--- config.mk ---
export PLATFORM = sky130hd
export DESIGN_NAME = svcr_regs
export DESIGN_NICKNAME = d
export VERILOG_FILES = /design/src/common/svcr_pkg.sv /design/src/hw/svcr_regs.sv
export SDC_FILE = /design/constraint.sdc
export NUM_CORES = 1
export LEC_CHECK = 0
export BUFFER_PORTS_ARGS = -buffer_cell sky130_fd_sc_hd__buf_2
export CORE_ASPECT_RATIO = 1.5
export CORE_MARGIN = 2
export CORE_UTILIZATION = 30
export CTS_CLUSTER_DIAMETER = 30
export DETAILED_ROUTE_END_ITERATION = 10
export GPL_TIMING_DRIVEN = 1
export MAX_ROUTING_LAYER = met4
export RECOVER_POWER = 100
export SYNTH_ARGS = -nofsm -noshare
export SYNTH_HDL_FRONTEND = slang
export SYNTH_SLANG_ARGS = --single-unit
--- constraint.sdc ---
create_clock -name clk -period 1.55 [get_ports clk]
set_input_delay 0.2325 -clock clk [delete_from_list [all_inputs] [get_ports clk]]
set_output_delay 0.2325 -clock clk [all_outputs]
set_load 0.05 [all_outputs]
--- src/common/svcr_pkg.sv ---
// Package of offsets, field layouts and reset values for the vendor configuration registers.
package svcr_pkg;

  // ****************************************************************
  // Register offsets (byte addresses in configuration space)
  // ****************************************************************
  localparam logic [7:0] SVCR_OFF_TUNING_A   = 8'hD4;
  localparam logic [7:0] SVCR_OFF_TUNING_B   = 8'hD8;
  localparam logic [7:0] SVCR_OFF_TUNING_C   = 8'hDC;
  localparam logic [7:0] SVCR_OFF_SUBSYS     = 8'hE0;
  localparam logic [7:0] SVCR_OFF_GEN_CTRL   = 8'hE4;

  // ****************************************************************
  // Reset values
  // ****************************************************************
  localparam logic [31:0] SVCR_RST_TUNING_A  = 32'h0000_0010;
  localparam logic [31:0] SVCR_RST_TUNING_B  = 32'h0000_0000;
  localparam logic [31:0] SVCR_RST_TUNING_C  = 32'h0000_0002;
  localparam logic [31:0] SVCR_RST_SUBSYS    = 32'h0000_0000;
  localparam logic [31:0] SVCR_RST_GEN_CTRL  = 32'h0000_0000;

  // ****************************************************************
  // Field positions
  // ****************************************************************
  localparam int SVCR_SSID_LSB               = 16;
  localparam int SVCR_SSVID_LSB              = 0;
  localparam int SVCR_GC_L1_BLOCK_BIT        = 1;
  localparam int SVCR_GC_VENDOR_BIT          = 2;
  localparam logic [31:0] SVCR_GC_WR_MASK    = 32'h0000_0006;

  // ****************************************************************
  // Carriers
  // ****************************************************************
  typedef struct packed {
    logic        rd;
    logic        wr;
    logic [7:0]  addr;
    logic [3:0]  byte_en;
    logic [31:0] wdata;
  } svcr_cfg_req_t;

  typedef struct packed {
    logic        valid;
    logic [7:0]  addr;
    logic [31:0] data;
  } svcr_preload_t;

  typedef struct packed {
    logic [15:0] subsystem_identifier;
    logic [15:0] subsystem_vendor_identifier;
  } svcr_subsys_t;

endpackage : svcr_pkg

--- src/hw/svcr_regs.sv ---
// Vendor configuration register bank of the switch upstream port.
`timescale 1ns/1ns

// Function
// - Fundamental reset returns each tuning register to its default value.
// - After reset the first tuning register reads with only bit 4 set.
// - After reset the third tuning register reads 2 and the second reads zero.
// - The subsystem identity register is mirrored to every port's subsystem ID registers.
// - The upper half holds the subsystem identifier and the lower half the vendor identifier.
// - Both identity fields load from EEPROM when present and clear on fundamental reset.
// - General control bits 31 to 3 and bit 0 always read zero.
// - With the L1 block bit clear, link power follows the base rules.
// - With the L1 block bit set, the upstream port refuses L1 entry even in D1 to D3.
module svcr_regs
  import svcr_pkg::*;
#(
  parameter int NUM_PORTS = 4
) (
  input  wire logic                  clk,
  input  wire logic                  reset_n,
  input  wire svcr_cfg_req_t         cfg_req,
  output logic                       cfg_ack,
  output logic [31:0]                cfg_rdata,
  input  wire svcr_preload_t         preload,
  input  wire logic                  l1_entry_request,
  output logic                       l1_entry_grant,
  output svcr_subsys_t [NUM_PORTS-1:0] port_subsys,
  output logic                       low_power_link_block,
  output logic                       vendor_reserved_control
);

  // ****************************************************************
  // Helpers
  // ****************************************************************
  function automatic logic [31:0] svcr_merge(input logic [31:0] old_v,
                                             input logic [31:0] new_v,
                                             input logic [3:0]  be);
    logic [31:0] r;
    r = old_v;
    for (int i = 0; i < 4; i++) begin
      if (be[i]) begin
        r[i*8 +: 8] = new_v[i*8 +: 8];
      end
    end
    return r;
  endfunction : svcr_merge

  function automatic logic svcr_hit(input logic [7:0] a, input logic [7:0] off);
    return a[7:2] == off[7:2];
  endfunction : svcr_hit

  // ****************************************************************
  // Storage
  // ****************************************************************
  logic [31:0] tuning_a_reg;
  logic [31:0] tuning_b_reg;
  logic [31:0] tuning_c_reg;
  logic [31:0] subsys_reg;
  logic [31:0] gen_ctrl_reg;
  logic        wr_en;
  logic [3:0]  wr_be;
  logic [7:0]  wr_addr;
  logic [31:0] wr_data;

  // A preload from the EEPROM engine uses the same path as a config write,
  // with all byte lanes; it takes priority since loading precedes enumeration.
  always_comb begin
    if (preload.valid) begin
      wr_en   = 1'b1;
      wr_be   = 4'hF;
      wr_addr = preload.addr;
      wr_data = preload.data;
    end else begin
      wr_en   = cfg_req.wr;
      wr_be   = cfg_req.byte_en;
      wr_addr = cfg_req.addr;
      wr_data = cfg_req.wdata;
    end
  end

  // ****************************************************************
  // Tuning registers
  // ****************************************************************
  // Contents are stored as written; the device cannot enforce that software
  // keeps the defaults, it only guarantees reset restores them.
  always_ff @(posedge clk) begin
    if (!reset_n) begin
      tuning_a_reg <= SVCR_RST_TUNING_A;
      tuning_b_reg <= SVCR_RST_TUNING_B;
      tuning_c_reg <= SVCR_RST_TUNING_C;
    end else if (wr_en) begin
      if (svcr_hit(wr_addr, SVCR_OFF_TUNING_A)) begin
        tuning_a_reg <= svcr_merge(tuning_a_reg, wr_data, wr_be);
      end
      if (svcr_hit(wr_addr, SVCR_OFF_TUNING_B)) begin
        tuning_b_reg <= svcr_merge(tuning_b_reg, wr_data, wr_be);
      end
      if (svcr_hit(wr_addr, SVCR_OFF_TUNING_C)) begin
        tuning_c_reg <= svcr_merge(tuning_c_reg, wr_data, wr_be);
      end
    end
  end

  // ****************************************************************
  // Subsystem identity
  // ****************************************************************
  always_ff @(posedge clk) begin
    if (!reset_n) begin
      subsys_reg <= SVCR_RST_SUBSYS;
    end else if (wr_en && svcr_hit(wr_addr, SVCR_OFF_SUBSYS)) begin
      subsys_reg <= svcr_merge(subsys_reg, wr_data, wr_be);
    end
  end

  always_ff @(posedge clk) begin
    for (int p = 0; p < NUM_PORTS; p++) begin
      if (!reset_n) begin
        port_subsys[p] <= '0;
      end else begin
        port_subsys[p].subsystem_identifier <= subsys_reg[SVCR_SSID_LSB +: 16];
        port_subsys[p].subsystem_vendor_identifier <= subsys_reg[SVCR_SSVID_LSB +: 16];
      end
    end
  end

  // ****************************************************************
  // General control
  // ****************************************************************
  always_ff @(posedge clk) begin
    if (!reset_n) begin
      gen_ctrl_reg <= SVCR_RST_GEN_CTRL;
    end else if (wr_en && svcr_hit(wr_addr, SVCR_OFF_GEN_CTRL)) begin
      gen_ctrl_reg <= svcr_merge(gen_ctrl_reg, wr_data, wr_be) & SVCR_GC_WR_MASK;
    end
  end

  always_ff @(posedge clk) begin
    if (!reset_n) begin
      low_power_link_block    <= 1'b0;
      vendor_reserved_control <= 1'b0;
      l1_entry_grant          <= 1'b0;
    end else begin
      low_power_link_block    <= gen_ctrl_reg[SVCR_GC_L1_BLOCK_BIT];
      vendor_reserved_control <= gen_ctrl_reg[SVCR_GC_VENDOR_BIT];
      // Requests pass untouched unless blocked; the request already encodes
      // the base power-management decision.
      l1_entry_grant <= l1_entry_request && !gen_ctrl_reg[SVCR_GC_L1_BLOCK_BIT];
    end
  end

  // ****************************************************************
  // Read path
  // ****************************************************************
  // Unmapped offsets inside the window read zero so other banks can be ORed.
  always_ff @(posedge clk) begin
    if (!reset_n) begin
      cfg_ack   <= 1'b0;
      cfg_rdata <= '0;
    end else begin
      cfg_ack   <= cfg_req.rd || cfg_req.wr;
      cfg_rdata <= '0;
      if (cfg_req.rd) begin
        if (svcr_hit(cfg_req.addr, SVCR_OFF_TUNING_A)) begin
          cfg_rdata <= tuning_a_reg;
        end else if (svcr_hit(cfg_req.addr, SVCR_OFF_TUNING_B)) begin
          cfg_rdata <= tuning_b_reg;
        end else if (svcr_hit(cfg_req.addr, SVCR_OFF_TUNING_C)) begin
          cfg_rdata <= tuning_c_reg;
        end else if (svcr_hit(cfg_req.addr, SVCR_OFF_SUBSYS)) begin
          cfg_rdata <= subsys_reg;
        end else if (svcr_hit(cfg_req.addr, SVCR_OFF_GEN_CTRL)) begin
          cfg_rdata <= gen_ctrl_reg & SVCR_GC_WR_MASK;
        end
      end
    end
  end

endmodule : svcr_regs

==> reports/summary.txt, run 1 <==
Core Region: 0.0293 mm²
Post-Syn Nets: 1,020
setup violators final: 0
Synth-to-Final Area Change: 23.4%
FF-to-FF path depth: 4
max-cap violation count: 0
post-route ant nets: 0
share of cells above drive strength 1: 36.2%
die width: 144 µm
Reg2Reg Capture Point: cfg_rdata[1]
drt first pass iters: 4
largest cells by area after synthesis: dfxtp_1 45%, mux2i_1 14%, buf_4 8.3%
Post-Syn Area: 0.00884 mm²
Layout Nets: 1,219
Async SR Flop Fraction: 0%
I/O pin count: 254
ys flop type: dfxtp_1
Peak VDD IR: 0.734 mV
WL met2: 12.2 mm
routability cong.: 0.797
hold path depth: 3
Max-slew headroom: 36.6%
Initial Util: 30.2%
Pins Over Slew Limit: 0
clock latency on the worst-skew pair: 0.44 ns
met3 WL: 1.11 mm
register area: 0.00396 mm²
multi-input combinational cell area: 0.00381 mm²
post-DR wirelength/cell: 15.3 µm
R2R Path Start: gen_ctrl_reg[1]
fill count: 2,995
Worst EP required: 1.87 ns
TritonCTS clock tree: yes
PortBufs: 249
fin crit period: 1.48 ns
Congestion Overflow GR: 0
Worst Setup Slack, final: 0.0714 ns
vias in the first global route: 6,818
distinct cell type count after synthesis: 43
gr usage total: 15.6%
hold path start: l1_entry_request
CP endpoint kind: flip-flop
initial antenna violation count: 3
total vias in the final route: 6,929
fin crit share: 95.4%
Pleak: 5.46 nW
Detail Placement HPWL: 17.3 mm
Clock Pin Slew Worst Setup and Hold Paths: 0.07 ns
CP delay by family, top: buffers and inverters
Cell Count, Final, Fillers Out: 1,539
dpl cells: 1,505
utilization after layout: 37.2%
PwrDens: 949 mW/mm²
Die ar.: 0.0309 mm²
vias per cell: 4.50
CP cell instances: clkbuf_2 -> buf_4 -> nand3b_1 -> o21ai_0 -> clkbuf_4 -> nand3_1 -> buf_2 -> mux2i_1
Clock Path Buffers: 2
DR top layer: met4
worst-margin pin slew: 0.951 ns
CTS sink cnt: 198
R2R setup slack: 0.34 ns
Fmax: 0.676 GHz
final WL: 23.5 mm
WP data arrival: 1.80 ns
worst-path maximum fanout: 17
Post-synth EDFFs: 0
number of H-tree levels: 4
worst slack, placed: -0.341 ns
Syn Inst Count: 930
wire length on met1: 9.84 mm
startpoint types: primary input
pin count of the biggest net entering global routing: 89
Synth Register Bits: 198
setup repair after global routing missed its margin: false
CTS Hold Bufs: 0
Setup Buffers After CTS: 0
first-pass GRT wire length: 35.9 mm
Levels on crit path: 8
Inserted Clock Buffers: 17
WHS Endpoint: l1_entry_grant
CP peak stage delay: 0.31 ns
clk_skew: 0.00802 ns
Synth Area per Inst: 9.51 µm²
Slowest-stage cell, CP: buf_4
status: completed
CP Class: primary input to flip-flop
sequential cell area fraction in the yosys report: 44.8%
Worst Hold Class: primary input to flip-flop
Bufs and invs on worst path: 4
CTS Root Cell: clkbuf_16
Site Rows: 77
power consumption: 0.0104 W
post-synth top area cell: dfxtp_1
Fin. Hold Viols: 0
DRC: 0
share of the synthesized area in the top cell type: 44.8%
Starting DRT DRC Count: 324
Post-CTS Resized: 0
Yosys warnings: 0
die height: 214 µm
## per-layer routing
| metal | vias to the layer above | track usage (%) |
|---|---|---|
| met5 | - | - |
| met4 | 0 | 5.63 |
| met3 | 19 | 2.81 |
| met2 | 201 | 27.2 |
| met1 | 3250 | 17.7 |
| li1 | 3459 | - |
## where the power goes
group	switching, W	internal (W)
clock network	0.00195	0.00246
registers	0.0000127	0.00511
logic	0.000494	0.000331
## final cells by class
cell class                 instances  share of cell area, %
tap                              395                   4.53
clock inverter                    10                   1.12
inverter                          29                  0.998
antenna                            4                 0.0918
clock buffer                      20                   4.19
timing repair buffer             328                   17.7
multi-input combinational        555                   35.0
sequential                       198                   36.3
## per-stage QoR
stage	hold WS [ns]	area, µm²	setup TNS [ns]
after floorplan	0.346	8860	0
after global placement	0.442	10400	-25.10
after detailed placement	0.446	10400	-27.16
after CTS	0.00497	11000	0
after global routing	0.0273	10900	0
final	0.0235	10900	0
## how the worst max path moves through the flow
stage,startpoint,end
4_1_cts,cfg_req[39],cfg_rdata[7]
5_1_grt,reset_n,subsys_reg[2]
3_5_place_dp,cfg_req[39],cfg_rdata[7]
3_3_place_gp,cfg_req[39],cfg_rdata[7]
6_report,preload[40],tuning_b_reg[27]
2_1_floorplan,preload[40],subsys_reg[2]
## cell usage in the layout (no fill, tap or decap), types with 3 or more instances in the layout
cell and count:
and3b_1 3, nand2b_1 5, o31ai_1 8, nor3_4 3, clkbuf_1 7, diode_2 4, o21ai_0 12, and2_0 8
nand3_2 4, and3_1 4, a22oi_1 9, a21boi_0 21, mux2i_1 123, buf_2 84, nor3_1 3, a21oi_1 38
nand3_4 4, clkbuf_16 17, nand3_1 6, buf_4 57, clkbuf_2 168, clkinvlp_4 3, inv_1 29, o41ai_1 21
nor2_1 28, buf_12 10, nand2_1 187, mux2_2 41, clkbuf_4 3, dfxtp_1 198
## cell families (layout without fill, tap and decap cells)
kind of cell           Yosys count  count (layout)  share of synthesized area, %
AO/OA/AOI/OAI                  121             121                          9.37
AND/OR/NAND/NOR                270             270                          14.5
other                            0               4                             0
flip-flops                     198             198                          44.8
multiplexers                   164             164                          19.1
buffers and inverters          177             387                          12.1
## Yosys cell counts, drive strengths merged (3+ instances only)
| library cell | n |
|---|---|
| mux2i | 123 |
| dfxtp | 198 |
| a22oi | 10 |
| and2 | 11 |
| inv | 29 |
| nand2b | 5 |
| nand2 | 187 |
| clkbuf | 32 |
| and3b | 3 |
| and3 | 4 |
| mux2 | 41 |
| nor2 | 28 |
| a21boi | 21 |
| nand3b | 3 |
| buf | 116 |
| nand3 | 14 |
| o31ai | 8 |
| a21oi | 38 |
| o41ai | 21 |
| nor3b | 3 |
| nor3 | 7 |
| o21ai | 13 |
## tightest hold or removal path, stage by stage
cell     delay, ns
buf_2         0.10
nand2_1       0.05
nor2_1        0.04
No activity file was read; power rests on OpenSTA's default activity.
==> run 2, diff against run 1 <==
GPL_TIMING_DRIVEN = 0   (was 1)
==> reports/summary.txt, run 2 (same netlist as run 1, synthesis figures left out) <==
PwrDens: 949 mW/mm²
hold path start: l1_entry_request
commonest non-fill, non-tap cells in the layout: 198 x dfxtp_1, 187 x nand2_1, 179 x clkbuf_2
CP cell instances: buf_2 -> nand2b_1 -> nor3_1 -> clkbuf_1 -> nand2_1 -> o41ai_2
pin count of the biggest net entering global routing: 17
final WL: 27.8 mm
switching share of power: 24.3%
Comb pwr share: 7.9%
CP endpoint kind: flip-flop
Layout Nets: 1,285
FF-to-FF path depth: 3
status: completed
post-route ant nets: 0
clk_skew: 0.00928 ns
total vias in the final route: 7,381
Starting DRT DRC Count: 419
CTS Root Cell: clkbuf_16
CTS Hold Bufs: 0
Clock Path Buffers: 2
number of H-tree levels: 4
Fin. Hold Viols: 0
Post-DP Area: 0.0106 mm²
clock share of power: 44.2%
CP startpoint: cfg_req[39]
fin crit share: 97.0%
startpoint types: primary input
first-pass GRT wire length: 41.4 mm
Die ar.: 0.0309 mm²
share of cells above drive strength 1: 39.0%
hold path depth: 3
initial antenna violation count: 3
drt first pass iters: 5
max-cap violation count: 0
Fmax: 0.665 GHz
Pins Over Slew Limit: 0
Pleak: 5.78 nW
Peak VDD IR: 0.735 mV
gr usage total: 18.4%
R2R setup slack: 0.33 ns
setup repair after global routing missed its margin: true
Core Region: 0.0293 mm²
CP peak stage delay: 0.49 ns
Site Rows: 77
setup violators final: 0
Worst Hold Class: primary input to flip-flop
Clock Pin Slew Worst Setup and Hold Paths: 0.06 ns
worst-path maximum fanout: 10
routability cong.: 0.915
Reg2Reg Capture Point: cfg_rdata[1]
vias per cell: 4.60
sequential share of power: 47.9%
Worst Setup Slack, final: 0.0466 ns
Inserted Clock Buffers: 17
I/O pin count: 254
Slowest-stage cell, CP: clkbuf_1
CTS sink cnt: 198
die height: 214 µm
worst slack, placed: -0.764 ns
PortBufs: 247
WHS Endpoint: l1_entry_grant
worst-margin pin slew: 0.860 ns
Synth-to-Final Area Change: 27.4%
most common cell after layout, fill and taps aside: dfxtp_1
fin area: 0.0113 mm²
Setup Buffers After CTS: 0
Initial Util: 30.2%
TritonCTS clock tree: yes
clock latency on the worst-skew pair: 0.45 ns
Worst EP required: 1.87 ns
R2R Path Start: gen_ctrl_reg[1]
WP data arrival: 1.82 ns
power consumption: 0.0107 W
post-DR wirelength/cell: 17.3 µm
Detail Placement HPWL: 20.4 mm
Int Power: 0.00809 W
CP Class: primary input to flip-flop
Max-slew headroom: 42.7%
DRC: 0
vias in the first global route: 7,342
Congestion Overflow GR: 0
Sw Pwr: 0.00260 W
die width: 144 µm
fin crit period: 1.50 ns
-- run 2: critical path, delay by kind of cell --
kind | cells | cell delay, ns
AO/OA/AOI/OAI | 1 | 0.10
buffers and inverters | 2 | 0.65
AND/OR/NAND/NOR | 3 | 0.84
-- run 2: cell type report --
cell class | count | area (µm²)
Buffer | 147 | 986
Clock buffer | 18 | 429
Inverter | 29 | 109
Sequential cell | 198 | 3960
Timing Repair Buffer | 247 | 1240
Fill cell | 3017 | 18000
Multi-Input combinational cell | 555 | 3860
Tap cell | 395 | 494
Antenna cell | 3 | 7.51
Clock inverter | 12 | 178
-- run 2: worst max path at each step --
stage                        to  slack [ns]  depth (start not counted)
2_1_floorplan     subsys_reg[2]       0.005                          7
3_3_place_gp      cfg_rdata[15]       -0.75                          7
3_5_place_dp      cfg_rdata[15]       -0.76                          7
4_1_cts        tuning_b_reg[11]        0.02                          6
5_1_grt          subsys_reg[27]      -0.009                          5
6_report          cfg_rdata[10]        0.05                          6
-- run 2: power groups by stage --
stage               clock (W)  sequential (W)  combinational, W
floorplan                   0         0.00527          0.000464
detailed placement          0         0.00524          0.000835
global placement            0         0.00524          0.000832
CTS                   0.00480         0.00512          0.000847
global route          0.00499         0.00512          0.000901
finish                0.00472         0.00512          0.000843
-- run 2: stage by stage --
stage	instances	setup TNS, ns	hold WS (ns)	utilization, %
after global placement	1572	-62.47	0.441	36.2
final	1604	0	0.0192	38.4
after CTS	1602	0	0.00849	38.4
after floorplan	930	0	0.346	-
after detailed placement	1572	-65.89	0.447	36.2
after global routing	1604	-0.0213	0.0341	38.4
-- run 2: repair_timing --
action	4_1_cts	5_1_grt
setup endpoints to repair	50	66
pin swaps	0	1
gates resized for setup	12	19
-- run 2: layer usage --
metal / vias to the layer above / part of all wire (%) / global-route usage, %
met1: 3442 / 40 / 21.0
met3: 56 / 6.1 / 3.28
li1: 3589 / - / -
met2: 294 / 50 / 31.4
met5: - / 0 / -
met4: 0 / 3.5 / 8.03
